File: config.mk
export PLATFORM = sky130hd
export DESIGN_NAME = omp_ctrl
export DESIGN_NICKNAME = d
export VERILOG_FILES = /design/src/omp_pkg.sv /design/src/omp_ctrl.sv
export VERILOG_INCLUDE_DIRS = /design/src /design/src/src
export SDC_FILE = /design/constraint.sdc
export NUM_CORES = 1
export LEC_CHECK = 0
export CAP_MARGIN = 20
export CORE_AREA = 2 2 91 93
export CTS_CLUSTER_DIAMETER = 50
export CTS_CLUSTER_SIZE = 10
export DETAILED_ROUTE_END_ITERATION = 12
export DIE_AREA = 0 0 93 95
export DONT_BUFFER_PORTS = 1
export MAX_ROUTING_LAYER = met4
export PLACE_DENSITY = 0.63
export SETUP_SLACK_MARGIN = 0.02
export SYNTH_ARGS = -nofsm -noshare
export SYNTH_HDL_FRONTEND = slang
export SYNTH_SLANG_ARGS = --single-unit
File: constraint.sdc
create_clock -name clk -period 3.3 [get_ports clk]
set_input_delay 0.165 -clock clk [delete_from_list [all_inputs] [get_ports clk]]
set_output_delay 0.165 -clock clk [all_outputs]
set_load 0.03 [all_outputs]
File: src/omp_consts.svh
// Offsets, field positions, reset values and counts of the output mode control.
// Assumes inclusion by bare name from the package and the control module.
`ifndef OMP_CONSTS_SVH
`define OMP_CONSTS_SVH
// Register byte addresses
`define OMP_CTRL_ADDR 4'h0
`define OMP_STAT_ADDR 4'h4
// Control word field positions
`define OMP_F_RANGE_HI 10
`define OMP_F_RANGE_LO 7
`define OMP_F_CLS 6
`define OMP_F_OEN 5
`define OMP_F_CLR 4
`define OMP_F_SENSE_RESISTOR_SELECT 3
`define OMP_F_RST 2
// Writable control bits
`define OMP_CTRL_MASK 16'h07F8
`define OMP_CTRL_RESET 16'h0000
// Range codes
`define OMP_RNG_V5 4'h0
`define OMP_RNG_V10 4'h1
`define OMP_RNG_V40 4'h2
`define OMP_RNG_I4_20 4'h4
`define OMP_RNG_I0_20 4'h5
`define OMP_RNG_I0_24 4'h6
// Cycles after reset release before straps are caught
`define OMP_CAPTURE_DLY 2'h3
// Bus responses
`define OMP_RESP_OKAY 2'h0
`define OMP_RESP_SLVERR 2'h2
`endif

File: src/omp_pkg.sv
// Types of the output mode control.
// Assumes omp_consts.svh is on the include path.
`include "omp_consts.svh"
package omp_pkg;
    typedef logic [3:0] omp_range_t;
    typedef logic [15:0] omp_ctrl_t;
endpackage

File: src/omp_ctrl.sv
// Output mode, range and power-on control of a voltage/current output driver.
// Assumes an AXI4-Lite master on clk; all pins are asynchronous and synchronised.
`timescale 1ns/1ns
`include "omp_consts.svh"
module omp_ctrl
    import omp_pkg::*;
(
    // Clock and power-on reset
    input wire logic clk,
    input wire logic nrst,
    // AXI4-Lite write
    input wire logic [3:0] s_axi_awaddr,
    input wire logic s_axi_awvalid,
    output logic s_axi_awready,
    input wire logic [31:0] s_axi_wdata,
    input wire logic [3:0] s_axi_wstrb,
    input wire logic s_axi_wvalid,
    output logic s_axi_wready,
    output logic [1:0] s_axi_bresp,
    output logic s_axi_bvalid,
    input wire logic s_axi_bready,
    // AXI4-Lite read
    input wire logic [3:0] s_axi_araddr,
    input wire logic s_axi_arvalid,
    output logic s_axi_arready,
    output logic [31:0] s_axi_rdata,
    output logic [1:0] s_axi_rresp,
    output logic s_axi_rvalid,
    input wire logic s_axi_rready,
    // Configuration pins
    input wire logic mode_select_pin,
    input wire logic [3:0] range_select,
    input wire logic output_enable,
    input wire logic clear_pin,
    input wire logic clear_level_select,
    input wire logic reset_pin_n,
    // Output stage controls
    output logic voltage_output_pin,
    output logic voltage_zero,
    output logic current_output_pin,
    output logic clear_state,
    output logic [3:0] out_range,
    output logic sense_resistor_select,
    output logic mode_hw
);
    // Synchroniser stages: first stage is read only by the second
    logic [8:0] sync1_r;
    logic [8:0] sync2_r;
    // Control and state
    omp_ctrl_t ctrl_r;
    logic [1:0] cap_cnt_r;
    logic captured_r;
    logic mode_hw_r;
    logic pwrup_clr_r;
    logic started_r;
    logic voltage_output_pin_r;
    logic vzero_r;
    logic current_output_pin_r;
    logic clrst_r;
    omp_range_t range_r;
    logic sense_resistor_select_r;
    // Bus state
    logic aw_got_r;
    logic w_got_r;
    logic [3:0] waddr_r;
    logic [31:0] wdata_r;
    logic bvalid_r;
    logic [1:0] bresp_r;
    logic rvalid_r;
    logic [31:0] rdata_r;
    logic [1:0] rresp_r;
    // Lane enables of the captured write: partial writes are ignored
    logic [3:0] wstrb_r;

    // Two-flop synchronisers for every pin
    always_ff @(posedge clk or negedge nrst)
    begin
        if (!nrst)
        begin
            sync1_r <= 9'h000;
            sync2_r <= 9'h000;
        end
        else
        begin
            sync1_r <= {reset_pin_n, clear_level_select, clear_pin, output_enable, range_select, mode_select_pin};
            sync2_r <= sync1_r;
        end
    end

    // Synchronised pin levels
    wire s_mode = sync2_r[0];
    wire [3:0] s_range = sync2_r[4:1];
    wire s_oen = sync2_r[5];
    wire s_clr = sync2_r[6];
    wire s_cls = sync2_r[7];
    wire s_rst_n = sync2_r[8];

    // Software control fields
    wire [3:0] c_range = ctrl_r[`OMP_F_RANGE_HI:`OMP_F_RANGE_LO];
    wire c_cls = ctrl_r[`OMP_F_CLS];
    wire c_oen = ctrl_r[`OMP_F_OEN];
    wire c_clr = ctrl_r[`OMP_F_CLR];
    wire c_sense_resistor_select = ctrl_r[`OMP_F_SENSE_RESISTOR_SELECT];

    // Effective configuration: pins in hardware mode (sense select held low), register otherwise (clear pin still ORed in)
    wire [3:0] eff_range = mode_hw_r ? s_range : c_range;
    wire eff_oen = mode_hw_r ? s_oen : c_oen;
    wire eff_clr = mode_hw_r ? s_clr : (s_clr | c_clr);
    wire eff_cls = mode_hw_r ? s_cls : c_cls;
    wire eff_sense_resistor_select = mode_hw_r ? 1'b0 : c_sense_resistor_select;

    // Channel follows the range code, so no code can select both
    wire is_v = (eff_range == `OMP_RNG_V5) | (eff_range == `OMP_RNG_V10) | (eff_range == `OMP_RNG_V40);
    wire is_i = (eff_range == `OMP_RNG_I4_20) | (eff_range == `OMP_RNG_I0_20) | (eff_range == `OMP_RNG_I0_24);

    // Reset pin and power-up hold apply only in software mode
    wire in_reset = captured_r & ~mode_hw_r & ~s_rst_n;
    wire in_pwrup = captured_r & ~mode_hw_r & ~started_r;
    wire run = captured_r & ~in_pwrup & ~in_reset & eff_oen;

    // Output stage next values
    wire voltage_output_pin_nxt = in_pwrup ? pwrup_clr_r : (run & is_v);
    wire vzero_nxt = in_pwrup & pwrup_clr_r;
    wire current_output_pin_nxt = run & is_i & ~is_v;
    wire clrst_nxt = run & eff_clr & (is_v | is_i);

    // Bus decode
    wire do_wr = aw_got_r & w_got_r & ~bvalid_r;
    wire wr_ctrl = do_wr & (waddr_r == `OMP_CTRL_ADDR);
    wire wr_ok = wr_ctrl | (do_wr & (waddr_r == `OMP_STAT_ADDR));
    // Writes that land while the reset pin holds the block are dropped
    wire sw_wr = wr_ctrl & ~mode_hw_r & captured_r & ~in_reset & (&wstrb_r);
    wire sw_rst = sw_wr & wdata_r[`OMP_F_RST];
    wire sw_start = sw_wr & wdata_r[`OMP_F_OEN] & ~wdata_r[`OMP_F_RST];
    wire [15:0] ctrl_nxt = wdata_r[15:0] & `OMP_CTRL_MASK;
    wire rd_go = s_axi_arvalid & ~rvalid_r;
    wire rd_ctrl = s_axi_araddr == `OMP_CTRL_ADDR;
    wire rd_stat = s_axi_araddr == `OMP_STAT_ADDR;
    wire [31:0] stat_word = {20'h0_0000, range_r, 2'h0, pwrup_clr_r, clrst_r, current_output_pin_r, voltage_output_pin_r, started_r, mode_hw_r};
    wire [31:0] rd_nxt = rd_ctrl ? {16'h0000, ctrl_r} : (rd_stat ? stat_word : 32'h0000_0000);

    // Straps are caught once the synchronisers hold real pin levels
    always_ff @(posedge clk or negedge nrst)
    begin
        if (!nrst)
        begin
            cap_cnt_r <= 2'h0;
            captured_r <= 1'b0;
            mode_hw_r <= 1'b0;
            pwrup_clr_r <= 1'b0;
        end
        else if (!captured_r)
        begin
            cap_cnt_r <= cap_cnt_r + 2'h1;
            if (cap_cnt_r == `OMP_CAPTURE_DLY)
            begin
                captured_r <= 1'b1;
                mode_hw_r <= s_mode;
                pwrup_clr_r <= s_clr;
            end
        end
        else if (in_reset | sw_rst)
        begin
            pwrup_clr_r <= s_clr; // Reset returns to the power-on condition
        end
    end

    // Control register and start flag
    always_ff @(posedge clk or negedge nrst)
    begin
        if (!nrst)
        begin
            ctrl_r <= `OMP_CTRL_RESET;
            started_r <= 1'b0;
        end
        else if (in_reset | sw_rst)
        begin
            ctrl_r <= `OMP_CTRL_RESET;
            started_r <= 1'b0;
        end
        else if (sw_wr)
        begin
            ctrl_r <= ctrl_nxt;
            started_r <= started_r | sw_start;
        end
    end

    // Registered output stage controls
    always_ff @(posedge clk or negedge nrst)
    begin
        if (!nrst)
        begin
            voltage_output_pin_r <= 1'b0;
            vzero_r <= 1'b0;
            current_output_pin_r <= 1'b0;
            clrst_r <= 1'b0;
            range_r <= 4'h0;
            sense_resistor_select_r <= 1'b0;
        end
        else
        begin
            voltage_output_pin_r <= voltage_output_pin_nxt;
            vzero_r <= vzero_nxt | (clrst_nxt & ~eff_cls & is_v);
            current_output_pin_r <= current_output_pin_nxt;
            clrst_r <= clrst_nxt;
            range_r <= eff_range;
            sense_resistor_select_r <= eff_sense_resistor_select;
        end
    end

    // Write channel: address and data taken in either order
    always_ff @(posedge clk or negedge nrst)
    begin
        if (!nrst)
        begin
            aw_got_r <= 1'b0;
            w_got_r <= 1'b0;
            waddr_r <= 4'h0;
            wdata_r <= 32'h0000_0000;
            wstrb_r <= 4'h0;
            bvalid_r <= 1'b0;
            bresp_r <= `OMP_RESP_OKAY;
        end
        else
        begin
            if (s_axi_awvalid & s_axi_awready)
            begin
                aw_got_r <= 1'b1;
                waddr_r <= s_axi_awaddr;
            end
            if (s_axi_wvalid & s_axi_wready)
            begin
                w_got_r <= 1'b1;
                wdata_r <= s_axi_wdata;
                wstrb_r <= s_axi_wstrb;
            end
            if (do_wr)
            begin
                aw_got_r <= 1'b0;
                w_got_r <= 1'b0;
                bvalid_r <= 1'b1;
                bresp_r <= wr_ok ? `OMP_RESP_OKAY : `OMP_RESP_SLVERR;
            end
            else if (bvalid_r & s_axi_bready)
            begin
                bvalid_r <= 1'b0;
            end
        end
    end

    // Read channel: one cycle from address to data
    always_ff @(posedge clk or negedge nrst)
    begin
        if (!nrst)
        begin
            rvalid_r <= 1'b0;
            rdata_r <= 32'h0000_0000;
            rresp_r <= `OMP_RESP_OKAY;
        end
        else if (rd_go)
        begin
            rvalid_r <= 1'b1;
            rdata_r <= rd_nxt;
            rresp_r <= (rd_ctrl | rd_stat) ? `OMP_RESP_OKAY : `OMP_RESP_SLVERR;
        end
        else if (s_axi_rready)
        begin
            rvalid_r <= 1'b0;
        end
    end

    // Port drive
    assign s_axi_awready = ~aw_got_r & ~bvalid_r;
    assign s_axi_wready = ~w_got_r & ~bvalid_r;
    assign s_axi_bvalid = bvalid_r;
    assign s_axi_bresp = bresp_r;
    assign s_axi_arready = ~rvalid_r;
    assign s_axi_rvalid = rvalid_r;
    assign s_axi_rdata = rdata_r;
    assign s_axi_rresp = rresp_r;
    assign voltage_output_pin = voltage_output_pin_r;
    assign voltage_zero = vzero_r;
    assign current_output_pin = current_output_pin_r;
    assign clear_state = clrst_r;
    assign out_range = range_r;
    assign sense_resistor_select = sense_resistor_select_r;
    assign mode_hw = mode_hw_r;
endmodule

==> impl_metrics.tcl, run 1 <==
set metrics [dict create \
    outcome "complete, no violations" \
    placement_rows 33 \
    wire_per_inst_um 14.2 \
    ys_seq_area_share_pct 62.5 \
    rsz0062_at_grt "no" \
    postCtsHoldBufs 31 \
    fin_cells 382 \
    setup_viol 0 \
    overflow 0 \
    die_h_um 95 \
    slew_headroom_pct 48.3 \
    cap_violations 0 \
    routabilityCongestion 0.737 \
    yosysUniqueCellTypes 36 \
    cp.arrival_ps 2430 \
    dp_hpwl_um 3700 \
    insertion_delay_ps 340 \
    area_delta_synth_final_pct 17.7 \
    ys_ff_latch 76 \
    drc 0 \
    cp_cell_sequence "nor2_1 -> and2_1 -> mux2_2" \
    diodes 0 \
    synthArstFlopShare_pct 100 \
    synth_common_cells "dfrtp_1 (76), nand2_1 (26), mux2_2 (23)" \
    numCtsBuffers 9 \
    p_leak_nw 1.61 \
    required_ps 3520 \
    min_period_ps 2200 \
    first_pass_iters 4 \
    vias 1828 \
    fin_setup_tns_ps 0 \
    path_class "flip-flop to flip-flop" \
    ys.flop_type "dfrtp_1" \
    synthTopCellsByArea "dfrtp_1 (63%), mux2_2 (8.5%), buf_4 (5.4%)" \
    slowest_delay_ps 620 \
    synthesis.area_um2 3040 \
    nets 333 \
    fmax_mhz 454 \
    cts_tree "done" \
    ant_nets 0 \
    yosys_warnings 0 \
    grt_max_degree 77 \
    path_clk_slew_ps 80 \
    drive_gt1_share_pct 16.2 \
    die_w_um 93 \
    skew_ps 8.87 \
    p_per_area_nw_per_um2 658 \
    ir_drop_mv 0.351 \
    dp_slack_ps 1110 \
    via_per_inst 4.79 \
    synth_most_common_cell "dfrtp_1" \
    h-tree-depth 3 \
    wirelength_um 5410 \
    initial_core_util_pct 38.4 \
    synth_top_cell_by_area "dfrtp_1" \
    grt_pass1_wl_um 8830 \
    slowest_stage "and2_1" \
    finalHoldViolCount 0 \
    cts_sinks 76 \
    io_buffers 0 \
    dpl.cell_count 335 \
    grt.total_usage_pct 13.6 \
    power_mw 2.36 \
    antenna_found_initial 0 \
    worst_pin_slew_ps 773 \
    synth_edf_count 0 \
    synth_cells 240 \
    root_buffer "clkbuf_8" \
    clockBufferDepth 2 \
    cts_setup_buffers 0 \
    grt_pass1_vias 1830 \
    cts.repair.resized 0 \
    avgSynthCellArea_um2 12.7 \
    ios 111 \
    setup_ws_ps 1100 \
    dieArea_um2 8840 \
    fin_crit_sh_pct 66.8 \
    hold_class "input pin to flip-flop" \
    core_area_um2 7930 \
    worstSetupStartpointType "flip-flop" \
    cp_max_fo 14 \
    synth_top_area_share_pct 62.5 \
    drt_iter0_drc 119 \
    end_kind "flip-flop" \
    drv_slew 0 \
]
[area by class of cell]
cell class | instances | area (um2)
Clock buffer | 10 | 138
Sequential cell | 76 | 1900
Clock inverter | 6 | 63.8
Timing Repair Buffer | 31 | 328
Tap cell | 105 | 131
Inverter | 8 | 30.0
Fill cell | 746 | 4350
Multi-Input combinational cell | 146 | 988
[kinds of logic (layout without fill, tap and decap cells)]
logic type | count (synthesis) | count (layout) | share of synthesized area (%)
flip-flops | 76 | 76 | 62.5
AND/OR/NAND/NOR | 52 | 52 | 9.21
AO/OA/AOI/OAI | 39 | 39 | 8.72
buffers and inverters | 39 | 55 | 7.57
multiplexers | 31 | 31 | 11.1
adder cells (fa/ha/maj) | 1 | 1 | 0.411
other | 1 | 22 | 0.123
XOR/XNOR | 1 | 1 | 0.288
[cell usage in the layout, fill, tap and decap left out]
cell type,count
o32ai_1,1
clkinvlp_4,2
o21ai_1,1
or3_4,1
nor4b_4,1
clkinv_2,2
xnor2_1,1
dlygate4sd3_1,30
a2111oi_0,1
nand4_1,3
and3_1,1
o21ai_0,13
o211ai_1,1
or2_2,1
nand4b_1,1
nor4_4,1
a31o_2,1
and2_1,2
a22o_1,8
ha_1,1
nor2b_1,3
buf_16,1
mux2i_1,8
o31ai_1,6
inv_1,8
nand2_1,26
o2111ai_1,1
conb_1,22
bufinv_16,1
clkinv_4,1
o21a_1,1
nor2_1,9
mux2_2,23
dfrtp_1,76
a21o_1,2
a21oi_1,3
or3_1,1
clkbuf_8,10
nand3b_1,2
[worst max-delay path: cells and delay by family, from the launching register on]
| family | cells | cell delay [ps] |
|---|---|---|
| flip-flops | 1 | 530 |
| AND/OR/NAND/NOR | 2 | 1150 |
| multiplexers | 1 | 400 |
[flip-flops by register name (all words and copies together), names as in the netlist, 2 cells and up]
name	flops
wdata_r	9
ctrl_r	8
cap_cnt_r	2
s_axi_rdata	12
wstrb_r	4
waddr_r	4
sync1_r	9
out_range	4
sync2_r	9
[per-stage QoR]
step | hold WS (ps) | area, um2 | util [%]
finish | 65.4 | 3580 | 45.2
global route | 35.5 | 3580 | 45.2
CTS | 42.9 | 3580 | 45.2
detailed placement | -129 | 3050 | 38.5
global placement | -129 | 3050 | 38.5
floorplan | -131 | 3120 | -
[per-layer routing]
| metal | global-route usage (%) | wire length, um | share of wire, % | up-vias |
|---|---|---|---|---|
| li1 | - | - | - | 848 |
| met1 | 15.9 | 2350 | 43 | 902 |
| met2 | 20.8 | 2560 | 47 | 72 |
| met3 | 6.94 | 426 | 7.9 | 6 |
| met4 | 3.68 | 71 | 1.3 | 0 |
| met5 | - | 0 | 0 | - |
[where the power goes]
part / switching, mW / total [mW] / internal (mW)
sequential: 0.161 / 1.25 / 1.09
combinational: 0.212 / 0.407 / 0.195
clock: 0.329 / 0.697 / 0.368
[path summary, 6_finish.rpt]
kind	from	end	slack (ps)	cells past startpoint
max	s_axi_bvalid$_DFFE_PN0P_	wdata_r[8]$_DFFE_PN0P_	1100	3
min	s_axi_araddr[2]	s_axi_rdata[10]$_DFFE_PN0P_	70	2
min reg2reg	sync1_r[6]$_DFF_PN0_	sync2_r[6]$_DFF_PN0_	350	0
max in group asynchronous	nrst	mode_hw$_DFFE_PN0P_	2650	2
min in group asynchronous	nrst	wdata_r[9]$_DFFE_PN0P_	370	2
max reg2reg	s_axi_bvalid$_DFFE_PN0P_	wdata_r[8]$_DFFE_PN0P_	1100	3
Note: power is estimated with default switching activity, not from simulation.
==> inputs of run 2 (changes only) <==
Clock period 3.3 ns to 2.3 ns, I/O delays scaled along.
==> impl_metrics.tcl, run 2 (synthesis results as in run 1) <==
set metrics [dict create \
    fmax_mhz 521 \
    root_buffer "clkbuf_8" \
    largest_reg_flops 12 \
    ff2ff_setup_slack_ps 380 \
    layout_commonest_cell "dfrtp_1" \
    die_w_um 93 \
    worst_pin_slew_ps 610 \
    cts_setup_buffers 0 \
    grt_pass1_vias 1876 \
    diodes 0 \
    end_kind "flip-flop" \
    cts.repair.resized 0 \
    routabilityCongestion 0.751 \
    overflow 0 \
    area_delta_synth_final_pct 20.9 \
    path_clk_slew_ps 80 \
    ir_drop_mv 0.637 \
    hp-start "s_axi_araddr[2]" \
    dieArea_um2 8840 \
    grt.total_usage_pct 13.4 \
    rsz0062_at_grt "no" \
    core_area_um2 7930 \
    grt_pass1_wl_um 8740 \
    wire_per_inst_um 13.9 \
    vias 1790 \
    postCtsHoldBufs 32 \
    via_per_inst 4.61 \
    ios 111 \
    fin_crit_sh_pct 83.4 \
    reg2reg_depth 4 \
    cts_sinks 76 \
    io_buffers 0 \
    p_per_area_nw_per_um2 992 \
    numCtsBuffers 9 \
    setup_ws_ps 382 \
    dp_hpwl_um 3720 \
    r2r_start "waddr_r[1]$_DFFE_PN0P_" \
    fin_setup_tns_ps 0 \
    r2r-end "ctrl_r[8]$_DFFE_PN0P_" \
    required_ps 2570 \
    cts_tree "done" \
    drv_slew 0 \
    skew_ps 11.6 \
    worstSetupStartpointType "flip-flop" \
    antenna_found_initial 0 \
    die_h_um 95 \
    cp_max_fo 8 \
    hold_class "input pin to flip-flop" \
    drc 0 \
    placement_rows 33 \
    hold_path_end "s_axi_rdata[9]$_DFFE_PN0P_" \
    grt_max_degree 77 \
    final_util_pct 46.4 \
    nFillCells 721 \
    path_class "flip-flop to flip-flop" \
    finalHoldViolCount 0 \
    drt_iter0_drc 122 \
    first_pass_iters 4 \
    drive_gt1_share_pct 17.7 \
    insertion_delay_ps 340 \
    hold_depth 2 \
    outcome "complete, no violations" \
    initial_core_util_pct 38.4 \
    cp.arrival_ps 2190 \
    final_cell_mix "dfrtp_1 (76), dlygate4sd3_1 (31), nand2_1 (26)" \
    cap_violations 0 \
    placedInstanceArea_um2 3090 \
    wirelength_um 5390 \
    setup_viol 0 \
    final_cell_area_um2 3680 \
    clockBufferDepth 2 \
    p_leak_nw 1.66 \
    nets 339 \
    ant_nets 0 \
    dp_slack_ps 386 \
    min_period_ps 1920 \
    power_mw 3.65 \
    h-tree-depth 3 \
    slew_headroom_pct 59.3 \
]
run 2: cell count changes in the layout (fill, tap and decap cells not counted), sizes merged:
cell         change
dlygate4sd3      +1
bufinv           +2
clkinv           -1
buf              +5
clkinvlp         -1
run 2: critical path, cell delays in order (launching register included):
cell and delay (ps):
dfrtp_1 380, or3_4 400, nor4_4 380, nor4b_4 490, a22o_1 200
run 2: final cells by class:
cell class,count,area (um2),share of cell area [%]
clock buffer,10,138,3.74
clock inverter,6,111,3.03
inverter,8,30.0,0.817
multi-input combinational,146,988,26.9
sequential,76,1900,51.7
tap,105,131,3.57
timing repair buffer,37,375,10.2
run 2: stage by stage:
stage	hold WS, ps	cells
final	28.1	388
after global routing	9.33	388
after CTS	7.12	388
after detailed placement	-178	340
after global placement	-176	340
after floorplan	-181	261
run 2: layer usage:
layer | routed length, um | GRT usage [%] | part of all wire [%]
met1 | 2390 | 16.2 | 44
met5 | 0 | - | 0
met3 | 403 | 5.59 | 7.5
met2 | 2540 | 20.7 | 47
met4 | 57 | 4.04 | 1.1
run 2: power by group:
| group | leakage, nW | total (mW) | switching [mW] | internal, mW |
|---|---|---|---|---|
| clock network | 0.122 | 1.22 | 0.469 | 0.750 |
| registers | 0.947 | 1.77 | 0.208 | 1.56 |
| logic | 0.593 | 0.654 | 0.332 | 0.322 |
| total | 1.66 | 3.65 | 1.01 | 2.64 |
run 2: how the worst max path moves through the flow:
| stage | startpoint | endpoint | slack, ps | depth (start not counted) |
|---|---|---|---|---|
| 2_1_floorplan | s_axi_bvalid$_DFFE_PN0P_ | wdata_r[10]$_DFFE_PN0P_ | 240 | 5 |
| 3_3_place_gp | waddr_r[1]$_DFFE_PN0P_ | ctrl_r[10]$_DFFE_PN0P_ | 420 | 4 |
| 3_5_place_dp | waddr_r[1]$_DFFE_PN0P_ | ctrl_r[8]$_DFFE_PN0P_ | 390 | 4 |
| 4_1_cts | waddr_r[1]$_DFFE_PN0P_ | ctrl_r[8]$_DFFE_PN0P_ | 370 | 4 |
| 5_1_grt | waddr_r[1]$_DFFE_PN0P_ | ctrl_r[10]$_DFFE_PN0P_ | 260 | 4 |
| 6_report | waddr_r[1]$_DFFE_PN0P_ | ctrl_r[8]$_DFFE_PN0P_ | 380 | 4 |
